File: config.mk
export PLATFORM = sky130hd
export DESIGN_NAME = trdw_walker
export DESIGN_NICKNAME = d
export VERILOG_FILES = /design/src/trdw_pkg.sv /design/src/trdw_mem_if.sv /design/src/trdw_fetch.sv /design/src/trdw_mover.sv /design/src/trdw_walker.sv
export VERILOG_INCLUDE_DIRS = /design/src
export SDC_FILE = /design/constraint.sdc
export NUM_CORES = 1
export LEC_CHECK = 0
export BUFFER_PORTS_ARGS = -buffer_cell sky130_fd_sc_hd__buf_2
export CORE_MARGIN = 8
export CORE_UTILIZATION = 53
export DETAILED_ROUTE_END_ITERATION = 10
export GPL_TIMING_DRIVEN = 1
export PLACE_DENSITY = 0.77
export SYNTH_ARGS = -nofsm -noshare
export SYNTH_HDL_FRONTEND = slang
export SYNTH_SLANG_ARGS = --single-unit
export TNS_END_PERCENT = 100
File: constraint.sdc
create_clock -name mclk -period 3.2 [get_ports mclk]
set_input_delay 0.48 -clock mclk [delete_from_list [all_inputs] [get_ports mclk]]
set_output_delay 0.48 -clock mclk [all_outputs]
set_load 0.05 [all_outputs]
File: src/trdw_cfg.svh
// Constants for the transfer ring descriptor walker.
`ifndef TRDW_CFG_SVH
`define TRDW_CFG_SVH
`define TRDW_ADDR_W        64
`define TRDW_ENTRY_BYTES   16
`define TRDW_SEG_BYTES     4096
`define TRDW_SEG_ENTRIES   (`TRDW_SEG_BYTES / `TRDW_ENTRY_BYTES)
`define TRDW_LEN_W         17
`define TRDW_LEN_MAX       17'h1_0000
`define TRDW_TYPE_LSB      10
`define TRDW_TYPE_W        6
`define TRDW_CYCLE_BIT     0
`define TRDW_CHAIN_BIT     4
`define TRDW_IOC_BIT       5
`define TRDW_IDT_BIT       6
`define TRDW_NS_BIT        3
`define TRDW_ISP_BIT       2
`define TRDW_SIA_BIT       31
`define TRDW_FRAME_LSB     20
`define TRDW_FRAME_W       11
`define TRDW_TYPE_NORMAL   6'h01
`define TRDW_TYPE_LINK     6'h06
`define TRDW_TYPE_EVTAG    6'h07
`define TRDW_TOGGLE_BIT    1
`define TRDW_EVT_OK        8'h01
`define TRDW_EVT_SHORT     8'h0D
`define TRDW_REG_CTRL      4'h0
`define TRDW_REG_BASE_LO   4'h1
`define TRDW_REG_BASE_HI   4'h2
`define TRDW_REG_STATUS    4'h3
`define TRDW_REG_DEQ_LO    4'h4
`define TRDW_REG_DEQ_HI    4'h5
`define TRDW_REG_TDLEN     4'h6
`define TRDW_REG_TDCOUNT   4'h7
`define TRDW_CTRL_RUN      0
`define TRDW_CTRL_LOAD     1
`define TRDW_CTRL_DOORBELL 2
`endif

File: src/trdw_pkg.sv
// Types shared by the transfer ring descriptor walker modules.
package trdw_pkg;
	typedef enum logic [2:0] {
		TRDW_IDLE  = 3'b000,
		TRDW_FETCH = 3'b001,
		TRDW_WAIT  = 3'b010,
		TRDW_DECODE = 3'b011,
		TRDW_MOVE  = 3'b100,
		TRDW_EVENT = 3'b101
	} trdw_state_t;
	typedef struct packed {
		logic [31:0] control;
		logic [31:0] status;
		logic [63:0] pointer;
	} trdw_entry_t;
endpackage

File: src/trdw_mem_if.sv
// Memory request and answer signals between walker and fetch unit.
`timescale 1ns/1ns
interface trdw_mem_if;
	logic        req;
	logic [63:0] addr;
	logic        ack;
	logic [127:0] data;
	modport walker (output req, output addr, input ack, input data);
	modport fetch  (input req, input addr, output ack, output data);
endinterface

File: src/trdw_fetch.sv
// Fetch unit: reads one sixteen-byte ring entry from host memory.
`timescale 1ns/1ns
`include "trdw_cfg.svh"
module trdw_fetch (
	input  wire logic   mclk,
	input  wire logic   rstn,
	trdw_mem_if.fetch   mem,
	output logic        rd_req,
	output logic [63:0] rd_addr,
	input  wire logic   rd_valid,
	input  wire logic [127:0] rd_data
);
	logic busy;

	// One outstanding read; the entry is held until the walker asks again.
	always_ff @(posedge mclk or negedge rstn) begin
		if (!rstn) begin
			busy     <= 1'b0;
			rd_req   <= 1'b0;
			rd_addr  <= 64'h0000_0000_0000_0000;
			mem.ack  <= 1'b0;
			mem.data <= 128'h0;
		end else begin
			rd_req  <= mem.req && !busy && !mem.ack;
			mem.ack <= 1'b0;
			if (mem.req && !busy && !mem.ack) begin
				busy    <= 1'b1;
				rd_addr <= mem.addr;
			end
			if (busy && rd_valid) begin
				busy     <= 1'b0;
				mem.ack  <= 1'b1;
				mem.data <= rd_data;
			end
		end
	end
endmodule // trdw_fetch

File: src/trdw_mover.sv
// Byte mover: counts one entry's buffer bytes onto the endpoint stream.
`timescale 1ns/1ns
`include "trdw_cfg.svh"
module trdw_mover #(
	parameter int LEN_W = `TRDW_LEN_W
) (
	input  wire logic             mclk,
	input  wire logic             rstn,
	input  wire logic             start,
	input  wire logic [63:0]      buf_addr,
	input  wire logic [LEN_W-1:0] length,
	input  wire logic             ep_ready,
	output logic                  ep_valid,
	output logic [63:0]           ep_addr,
	output logic                  done
);
	logic [LEN_W-1:0] left;

	// Any byte alignment is taken; the address steps one byte per beat.
	always_ff @(posedge mclk or negedge rstn) begin
		if (!rstn) begin
			left     <= '0;
			ep_valid <= 1'b0;
			ep_addr  <= 64'h0000_0000_0000_0000;
			done     <= 1'b0;
		end else begin
			done <= 1'b0;
			if (start) begin
				left     <= length;
				ep_addr  <= buf_addr;
				ep_valid <= (length != '0);
				done     <= (length == '0);
			end else if (ep_valid && ep_ready) begin
				left    <= left - 1'b1;
				ep_addr <= ep_addr + 64'h0000_0000_0000_0001;
				if (left == {{(LEN_W-1){1'b0}}, 1'b1}) begin
					ep_valid <= 1'b0;
					done     <= 1'b1;
				end
			end
		end
	end
endmodule // trdw_mover

File: src/trdw_walker.sv
// Transfer ring walker: follows consumer position, links and chains.
`timescale 1ns/1ns
`include "trdw_cfg.svh"
// Summary of operation
// - All ring types share one circular queue walk; this is a transfer ring.
// - Ring equal producer and consumer means empty; nothing then executes.
// - Positions are internal logic values, never exposed as ring registers; the consumer position here reads back, not writable, at offsets 4 and 5.
// - A link entry redirects the walk to the segment address it names.
// - Entry is 64-bit pointer or data, 32-bit status, 32-bit control.
// - Entries are sixteen bytes, so 256 fit a 4K segment.
// - Buffer addresses are accepted at any byte alignment.
// - Byte count in status word, any size from 0 to 64K.
// - Chained buffers are joined into one stream, consumer to producer.
// - Completed entries may post length and status as transfer event.
// - Event tag entries return their 64-bit tag when descriptor completes.
// - Segments may be added or removed while the ring is walked.
module trdw_walker (
	input  wire logic         mclk,
	input  wire logic         rstn,
	input  wire logic [3:0]   reg_addr,
	input  wire logic [31:0]  reg_wdata,
	input  wire logic         reg_wr,
	input  wire logic         reg_rd,
	output logic [31:0]       reg_rdata,
	output logic              rd_req,
	output logic [63:0]       rd_addr,
	input  wire logic         rd_valid,
	input  wire logic [127:0] rd_data,
	output logic              ep_valid,
	output logic [63:0]       ep_addr,
	input  wire logic         ep_ready,
	output logic              ep_last,
	output logic              evt_valid,
	output logic [63:0]       evt_tag,
	output logic [31:0]       evt_status,
	output logic              evt_is_tag,
	input  wire logic         evt_ready
);
	// Walker to fetch unit handshake.
	trdw_mem_if mem ();
	trdw_pkg::trdw_state_t state;
	trdw_pkg::trdw_state_t next_state;
	trdw_pkg::trdw_entry_t entry;
	logic        run;
	logic        cycle_state;
	logic [31:0] base_lo;
	logic [31:0] base_hi;
	logic [63:0] deq;
	logic [31:0] td_len;
	logic [31:0] td_count;
	logic        doorbell;
	logic        empty_seen;
	logic        mv_start;
	logic        mv_done;
	logic [`TRDW_LEN_W-1:0] beats_left;
	logic        req;
	logic [31:0] rdata_next;

	// Field extraction from the fetched entry, used in several places.
	function automatic logic [`TRDW_TYPE_W-1:0] entry_type(
		input logic [31:0] ctl);
		entry_type = ctl[`TRDW_TYPE_LSB +: `TRDW_TYPE_W];
	endfunction

	// A set bit 16 stands for the full 64K count, since sixteen bits alone
	// cannot hold it.
	function automatic logic [`TRDW_LEN_W-1:0] entry_len(
		input logic [31:0] sts);
		logic [`TRDW_LEN_W-1:0] l;
		l = {1'b0, sts[15:0]};
		if (sts[16])
			l = `TRDW_LEN_MAX;
		entry_len = l;
	endfunction

	// Decoded fields of the latched entry and the register strobes.
	// Fields are read from the held copy, never from the memory bus.
	wire [31:0] ctl       = entry.control;
	wire        is_link   = entry_type(ctl) == `TRDW_TYPE_LINK;
	wire        is_tag    = entry_type(ctl) == `TRDW_TYPE_EVTAG;
	wire        chain     = ctl[`TRDW_CHAIN_BIT];
	wire        irq_on_completion_flag       = ctl[`TRDW_IOC_BIT];
	wire        immediate_payload_flag       = ctl[`TRDW_IDT_BIT];
	wire        owned     = ctl[`TRDW_CYCLE_BIT] == cycle_state;
	wire [63:0] buf_ptr   = immediate_payload_flag ? deq : entry.pointer;
	wire [`TRDW_LEN_W-1:0] len = entry_len(entry.status);
	wire        wr_ctrl   = reg_wr && reg_addr == `TRDW_REG_CTRL;
	wire        load      = wr_ctrl && reg_wdata[`TRDW_CTRL_LOAD];
	wire        ring_bell = wr_ctrl && reg_wdata[`TRDW_CTRL_DOORBELL];
	wire [63:0] seg_base  = {base_hi, base_lo};
	wire [63:0] deq_step  = deq + 64'(`TRDW_ENTRY_BYTES);
	wire        tag_go    = state == trdw_pkg::TRDW_DECODE && owned && run &&
		is_tag;
	// An unchained data entry or tag entry closes the descriptor.
	wire        td_close  = ((state == trdw_pkg::TRDW_MOVE && mv_done) ||
		tag_go) && !chain;

	assign mem.addr = deq;
	assign mem.req  = req;

	// Entry fetches go through a one-deep fetch unit; the walker never has
	// more than one read open, so no reorder logic is needed on answers.
	trdw_fetch u_fetch (
		.mclk     (mclk),
		.rstn     (rstn),
		.mem      (mem.fetch),
		.rd_req   (rd_req),
		.rd_addr  (rd_addr),
		.rd_valid (rd_valid),
		.rd_data  (rd_data)
	);

	// The mover owns the beat handshake and drives the valid and address pins straight
	// from its registers, so valid and address always belong together.
	trdw_mover #(.LEN_W(`TRDW_LEN_W)) u_mover (
		.mclk     (mclk),
		.rstn     (rstn),
		.start    (mv_start),
		.buf_addr (buf_ptr),
		.length   (len),
		.ep_ready (ep_ready),
		.ep_valid (ep_valid),
		.ep_addr  (ep_addr),
		.done     (mv_done)
	);

	// State transitions; a non-owned entry is where the ring is empty.
	// A link is followed without touching the stream, and a completion
	// event holds the walk until the event sink has taken it, so events
	// always leave in ring order.
	always_comb begin
		next_state = state;
		req        = 1'b0;
		case (state)
			trdw_pkg::TRDW_IDLE: begin
				if (run && doorbell)
					next_state = trdw_pkg::TRDW_FETCH;
			end
			trdw_pkg::TRDW_FETCH: begin
				req        = 1'b1;
				next_state = trdw_pkg::TRDW_WAIT;
			end
			trdw_pkg::TRDW_WAIT: begin
				req = 1'b1;
				if (mem.ack)
					next_state = trdw_pkg::TRDW_DECODE;
			end
			trdw_pkg::TRDW_DECODE: begin
				if (!owned || !run)
					next_state = trdw_pkg::TRDW_IDLE;
				else if (is_link)
					next_state = trdw_pkg::TRDW_FETCH;
				else if (is_tag)
					next_state = trdw_pkg::TRDW_EVENT;
				else
					next_state = trdw_pkg::TRDW_MOVE;
			end
			trdw_pkg::TRDW_MOVE: begin
				if (mv_done)
					next_state = (irq_on_completion_flag || !chain) && irq_on_completion_flag ?
						trdw_pkg::TRDW_EVENT : trdw_pkg::TRDW_FETCH;
			end
			trdw_pkg::TRDW_EVENT: begin
				if (evt_valid && evt_ready)
					next_state = trdw_pkg::TRDW_FETCH;
			end
			default: next_state = trdw_pkg::TRDW_IDLE;
		endcase
	end

	// A buffer move starts only from a decoded, owned data entry; link and
	// tag entries carry no payload.
	assign mv_start = state == trdw_pkg::TRDW_DECODE && owned && run &&
		!is_link && !is_tag;

	// Walker state and the entry latched from memory.
	always_ff @(posedge mclk or negedge rstn) begin
		if (!rstn) begin
			state <= trdw_pkg::TRDW_IDLE;
			entry <= '0;
		end else begin
			state <= next_state;
			if (mem.ack)
				entry <= trdw_pkg::trdw_entry_t'(mem.data);
		end
	end

	// Consumer position: advance per entry, jump on link, reload on load.
	// The producer side is only seen through the cycle bit, so growing or
	// shrinking the ring needs nothing more than honest link entries.
	// A link clears the low four bits of its target so fetches stay on
	// entry boundaries whatever software wrote.
	always_ff @(posedge mclk or negedge rstn) begin
		if (!rstn) begin
			deq         <= 64'h0000_0000_0000_0000;
			cycle_state <= 1'b1;
		end else if (load) begin
			deq         <= seg_base;
			cycle_state <= 1'b1;
		end else if (state == trdw_pkg::TRDW_DECODE && owned && run) begin
			if (is_link) begin
				deq <= {entry.pointer[63:4], 4'h0};
				if (ctl[`TRDW_TOGGLE_BIT])
					cycle_state <= !cycle_state;
			end else begin
				deq <= deq_step;
			end
		end
	end

	// Descriptor totals: bytes summed across chained entries. The sum
	// restarts when a new descriptor begins or on load, so the last finished
	// total stays readable after the walk idles.
	always_ff @(posedge mclk or negedge rstn) begin
		if (!rstn) begin
			td_len   <= 32'h0000_0000;
			td_count <= 32'h0000_0000;
		end else if (load) begin
			td_len   <= 32'h0000_0000;
			td_count <= 32'h0000_0000;
		end else if (mv_start) begin
			td_len <= (empty_seen ? 32'h0000_0000 : td_len) + 32'(len);
		end else if (td_close) begin
			td_count <= td_count + 32'h0000_0001;
		end
	end

	// Tracks that the previous descriptor closed, so its total restarts.
	always_ff @(posedge mclk or negedge rstn) begin
		if (!rstn)
			empty_seen <= 1'b0;
		else if (td_close)
			empty_seen <= 1'b1;
		else if (mv_start)
			empty_seen <= 1'b0;
	end

	// The last flag counts the beats down beside the mover, so it drops
	// in the same edge as the final beat of an unchained entry.
	always_ff @(posedge mclk or negedge rstn) begin
		if (!rstn) begin
			beats_left <= '0;
			ep_last    <= 1'b0;
		end else if (mv_start) begin
			beats_left <= len;
			ep_last    <= !chain && len != '0;
		end else if (ep_valid && ep_ready) begin
			beats_left <= beats_left - 1'b1;
			if (beats_left == {{(`TRDW_LEN_W-1){1'b0}}, 1'b1})
				ep_last <= 1'b0;
		end
	end

	// Completion events: length report or returned tag.
	// Only one event is ever pending: the walker waits in its event state,
	// so a new completion cannot overwrite one the sink has not taken.
	always_ff @(posedge mclk or negedge rstn) begin
		if (!rstn) begin
			evt_valid  <= 1'b0;
			evt_tag    <= 64'h0000_0000_0000_0000;
			evt_status <= 32'h0000_0000;
			evt_is_tag <= 1'b0;
		end else if (evt_valid && evt_ready) begin
			evt_valid <= 1'b0;
		end else if (state == trdw_pkg::TRDW_DECODE && owned && run &&
			is_tag) begin
			evt_valid  <= 1'b1;
			evt_tag    <= entry.pointer;
			evt_status <= {`TRDW_EVT_OK, td_len[23:0]};
			evt_is_tag <= 1'b1;
		end else if (state == trdw_pkg::TRDW_MOVE && mv_done && irq_on_completion_flag) begin
			evt_valid  <= 1'b1;
			evt_tag    <= deq - 64'(`TRDW_ENTRY_BYTES);
			evt_status <= {`TRDW_EVT_OK, 7'h00, len};
			evt_is_tag <= 1'b0;
		end
	end

	// Control registers; the doorbell stays set until a non-owned entry is decoded.
	// Clearing run does not abort a move in flight; the walk stops at the
	// next decode, which keeps the stream from being cut mid-entry.
	always_ff @(posedge mclk or negedge rstn) begin
		if (!rstn) begin
			run      <= 1'b0;
			base_lo  <= 32'h0000_0000;
			base_hi  <= 32'h0000_0000;
			doorbell <= 1'b0;
		end else begin
			if (wr_ctrl)
				run <= reg_wdata[`TRDW_CTRL_RUN];
			if (reg_wr && reg_addr == `TRDW_REG_BASE_LO)
				base_lo <= {reg_wdata[31:4], 4'h0};
			if (reg_wr && reg_addr == `TRDW_REG_BASE_HI)
				base_hi <= reg_wdata;
			if (ring_bell)
				doorbell <= 1'b1;
			else if (state == trdw_pkg::TRDW_DECODE && !owned)
				doorbell <= 1'b0;
		end
	end

	// Read decode; unmapped offsets answer zero. The consumer position is
	// visible only as a debug view, not as a writable ring register.
	always_comb begin
		case (reg_addr)
			`TRDW_REG_CTRL:    rdata_next = {31'h0, run};
			`TRDW_REG_BASE_LO: rdata_next = base_lo;
			`TRDW_REG_BASE_HI: rdata_next = base_hi;
			`TRDW_REG_STATUS:  rdata_next = {26'h0, doorbell, cycle_state,
				1'b0, state};
			`TRDW_REG_DEQ_LO:  rdata_next = deq[31:0];
			`TRDW_REG_DEQ_HI:  rdata_next = deq[63:32];
			`TRDW_REG_TDLEN:   rdata_next = td_len;
			`TRDW_REG_TDCOUNT: rdata_next = td_count;
			default:           rdata_next = 32'h0000_0000;
		endcase
	end

	// Read data stands in the cycle after the strobe only.
	// Zero outside that cycle keeps a shared read-data bus free of stale
	// values.
	always_ff @(posedge mclk or negedge rstn) begin
		if (!rstn)
			reg_rdata <= 32'h0000_0000;
		else
			reg_rdata <= reg_rd ? rdata_next : 32'h0000_0000;
	end
endmodule // trdw_walker

Word level (Yosys, flattened, before mapping)
Index checks and enable logic that the tools add are counted.

Bits of input ports: 171. Output and inout port bits: 261. Flip-flop bits (word level): 702.

$add $sub $neg: 7. Bitwise operators: 1. Equality and inequality tests: 22. Mux-type cells: 58. Reduce and logical (&&, ||, !) cells: 57.

Operators with widths (count): 2-to-1 mux 64 bit (8); 2-to-1 mux 32 bit (9); one-hot mux 32 bit (8 select lines) (1); 2-to-1 mux 17 bit (5); adder 64 x 1 -> 64 bit (second input constant) (1); adder 64 x 5 -> 64 bit (second input constant) (1); subtractor 64 x 5 -> 64 bit (second input constant) (1); == test 17 x 1 -> 1 bit (second input constant) (2); subtractor 17 x 1 -> 17 bit (second input constant) (2); adder 32 x 1 -> 32 bit (second input constant) (1); adder 32 x 17 -> 32 bit (1); 2-to-1 mux 1 bit (27); nonzero test 2 bit (12); logical AND 1 bit (22); 2-to-1 mux 3 bit (7); one-hot mux 3 bit (6 select lines) (1); logical NOT 17 bit (1); nonzero test 17 bit (1); == test 4 x 3 -> 1 bit (second input constant) (4); == test 6 x 3 -> 1 bit (second input constant) (2); == test 4 x 2 -> 1 bit (second input constant) (2); logical NOT 1 bit (8); AND reduction 2 bit (4); == test 3 x 2 -> 1 bit (second input constant) (2); other kinds (14) (20).

Longest topological paths before layout
Word-level depth: 9. Mapped depth: 12. Mapped depth without buffers: 10.

Cells and area by module
A second synthesis with hierarchy kept.

Cell total of the unflattened synthesis: 3424. Area, all modules: 35333.9 µm².

By module, submodules not included: trdw_walker (cells each 2435, area an instance 23161.0 µm², instances 1); trdw_fetch (cells each 412, area an instance 7284.5 µm², instances 1); trdw_mover (cells each 577, area an instance 4888.4 µm², instances 1).

Least setup slack after synthesis
Ideal clock, no wire load.

Path kind: flip-flop to flip-flop. From: register empty_seen. To: register td_len[28]. Required time: 3.118 ns. Arrival time: 3.287 ns. Stages on the path, launching flop included: 12. Slack: -0.169 ns. Cell sequence: dfrtp_1 > clkbuf_1 > clkbuf_1 > nor2b_1 > ha_1 > fa_1 > a211oi_1 > o21ai_0 > a31oi_1 > a2111oi_0 > or4b_2 > a31oi_1.

Word-level cells in the longest chain between the ends: 4.

Ends and longest elaborated chain: from (decl) (line trdw_walker.sv:52) `logic empty_seen;`; from (signal assigned) (line trdw_walker.sv:231) `empty_seen <= 1'b0;`; from (signal assigned) (line trdw_walker.sv:233) `empty_seen <= 1'b1;`; from (signal assigned) (line trdw_walker.sv:235) `empty_seen <= 1'b0;`; 2-to-1 mux 32 bit (line trdw_walker.sv:222) `td_len <= (empty_seen ? 32'h0000_0000 : td_len) + 32'(len);`; adder 32 x 17 -> 32 bit (line trdw_walker.sv:222); 2-to-1 mux 32 bit (line trdw_walker.sv:221) `end else if (mv_start) begin`; 2-to-1 mux 32 bit (line trdw_walker.sv:218) `end else if (load) begin`; to (signal assigned) (line trdw_walker.sv:222); to (decl) (line trdw_walker.sv:49) `logic [31:0] td_len;`.

No other way between the ends. The select of a mux whose other input is x is not followed. A chain may end at the register's enable or synchronous reset.

Worst setup path in the final report
From: register entry[80] (netlist name). To: register td_len[24].

Word-level cells in the longest chain between the ends: 4.

Ends and longest elaborated chain: from (decl) (line trdw_walker.sv:43) `trdw_pkg::trdw_entry_t entry;`; from (signal assigned) (line trdw_walker.sv:184) `entry <= trdw_pkg::trdw_entry_t'(mem.data);`; 2-to-1 mux 17 bit (line trdw_walker.sv:71) `if (sts[16])`; adder 32 x 17 -> 32 bit (line trdw_walker.sv:222); 2-to-1 mux 32 bit (line trdw_walker.sv:221); 2-to-1 mux 32 bit (line trdw_walker.sv:218).

No other way between the ends. The select of a mux whose other input is x is not followed.

==> metrics.yaml <==
ys_warn_count: 0
path_class: "reg2reg"
start_util: 0.537
hold_ws_ps: 87.2
cts_buffer_depth: 3
grt_pass1_wl_microns: 172000
netlist_top_cells_area: "dfrtp_1 (50%), mux2_2 (10%), xnor2_1 (3.4%), nor2_1 (3.2%), nand2_1 (3.0%)"
coreArea_sq_mm: 0.0618
antenna_found_initial: 24
finalCriticalPeriod_ps: 3130
overflow: 0
firstDrtPassIters: 8
synth_top_area_cell: "dfrtp_1"
p_total_mw: 22.0
synth_area_sq_mm: 0.0332
ys_top_cells_by_count: "dfrtp_1 (661), mux2_2 (305), nor2_1 (281), nand2_1 (266), clkbuf_1 (225)"
crit_family: "compound AO/OA/AOI/OAI gates"
tightest_slew_ps: 1090
reg2reg_to: "td_len[24]"
synth_top_cell_area_share: 0.499
hpwl_microns: 84200
final_nets: 3858
peakVddDrop_v: 0.000378
dp_cells: 4424
r2r_cells: 11
crit_path_top_delay_cell: "a2111oi_0"
cp_max_fo: 4
synthCells: 3266
holdCritStartpoint: "rd_data[109]"
drive_gt1_frac: 0.282
ant_nets: 0
syn_to_final_growth_pct: 18.9
cp-end-kind: "register"
cp-start-kind: "register"
fin_area_sq_mm: 0.0395
fin_ws_ps: 71.6
grt_pass1_vias: 27657
synth_seq_cells: 662
rr_startpoint: "entry[80]"
async_reset_ff_frac: 1.00
drv_slew: 0
min_path_type: "in2reg"
worstPathRequired_ps: 3710
cts_root_buffer: "clkbuf_16"
r2r_slack_ps: 70
die-area_sq_mm: 0.0709
finalHoldViolCount: 0
ctsHtreeMaxLevel: 3
worstPathArrival_ps: 3640
grt_max_degree: 101
postPlaceCellArea_sq_mm: 0.0369
clk_latency_ps: 630
holdPathEnd: "u_fetch.mem.data[109]"
clkTransAtPathRegs_ps: 70
pre_cts_slack_ps: 99.9
ys_types: 80
cts_tree: "built"
hold_depth: 2
fmax_mhz: 320
gp_routability_congestion: 1.01
drc: 0
max_stage_delay_ps: 740
row_count: 91
synth.most_common_cell: "dfrtp_1"
slew_headroom: 0.276
worstPathCellList: "buf_4 -> nor2b_1 -> ha_1 -> o21ai_0 -> o21ai_0 -> a31oi_2 -> a2111oi_0 -> buf_4 -> o211ai_1 -> xor2_1 -> nor2_1"
synth_edf_count: 0
post-route-util: 0.638
rsz0062_at_grt: "false"
drt-total-wl_microns: 115000
numCtsBuffers: 71
final_cells: 4565
die_h_microns: 266
synth-seq-area-share: 0.499
post_drt_wl_per_cell_microns: 25.2
final-setup-viol-count: 0
power.density_mw_per_mm2: 558
status: "finished, final reports clean"
cellLeakagePower_nw: 18.2
ios: 432
via_per_inst: 6.30
fin_skew_ps: 29.8
synth_ff_type: "dfrtp_1"
critical_path_buf_inv_count: 2
maxCapViolCount: 0
drt_iter0_drc: 3885
synth.avg_cell_area_sq_um: 10.2
die_width_microns: 266
tns_ps: 0
timing.final.crit_share: 0.978
vias: 28768
port_buffers: 384
grtUsageTotal: 0.315
fillers: 4938
clock-sinks: 662
## cells in the final DEF (no fill, tap or decap), types with 59 or more instances in the layout
cell type  Yosys  routed
a211oi_1      60      59
a21oi_1      173     172
a22oi_1       91      91
a31oi_1       70      69
buf_2          6     383
buf_4         11     166
clkbuf_16      0      74
dfrtp_1      661     659
mux2_2       305     305
nand2_1      266     264
nand3_1       90      88
nor2_1       281     275
nor2b_1       88      88
nor3_1        63      60
o21ai_0      151     150
xnor2_1      130     130
xor2_1        96      96
## sequential cells by signal (all words and copies together), names as in the netlist, 60 cells and up
name,cells
u_fetch.mem.data,92
u_fetch.rd_addr,60
u_mover.ep_addr,64
entry,81
deq,60
evt_tag,64
## layer usage
metal | global-route usage | share of wire
met5 | 0 | 0.00083
met4 | 0.148 | 0.050
met3 | 0.0904 | 0.12
met2 | 0.471 | 0.44
met1 | 0.422 | 0.39
## how the worst max path moves through the flow
stage | startpoint | endpoint | slack [ps] | cells after the start
final | entry[80] | td_len[24] | 70 | 11
after floorplan | empty_seen | td_len[28] | 10 | 11
after global routing | entry[80] | td_len[29] | 20 | 10
after detailed placement | td_len[0] | td_len[28] | 100 | 9
after CTS | td_len[0] | td_len[28] | 60 | 9
after global placement | td_len[0] | td_len[28] | 100 | 9
## layout make-up
| cell class | count | area, sq um | share of cell area |
|---|---|---|---|
| antenna | 12 | 30.0 | 0.000761 |
| clock buffer | 94 | 2060 | 0.0521 |
| clock inverter | 34 | 445 | 0.0113 |
| inverter | 41 | 154 | 0.00390 |
| multi-input combinational | 2314 | 15600 | 0.394 |
| sequential | 662 | 16600 | 0.420 |
| tap | 837 | 1050 | 0.0265 |
| timing repair buffer | 571 | 3590 | 0.0909 |
## logic make-up (layout without fill, tap and decap cells)
logic type	after synthesis	count (layout)	synth area share
other cells	1	23	0.000113
xor+xnor	226	226	0.0597
compound gates	706	706	0.133
buf+inv	300	740	0.0359
mux	339	339	0.114
simple gates	1006	1006	0.148
fa+ha+maj	26	26	0.0100
flops	662	662	0.499
## power by group
group	internal (mW)	switching, mW	leakage [nW]	total, mW
Clock	5.27	3.54	1.23	8.82
Combinational	1.31	2.09	8.65	3.40
Sequential	8.97	0.852	8.37	9.83
## what timing repair did
| action | 4_1_cts | 5_1_grt |
|---|---|---|
| setup endpoints to repair | 0 | 12 |
| buffers inserted | 0 | 0 |
| gates resized for setup | 0 | 5 |
| hold endpoints to repair | 55 | 0 |
| hold buffers | 1 | 0 |
Note: power is estimated with default switching activity, not from simulation.
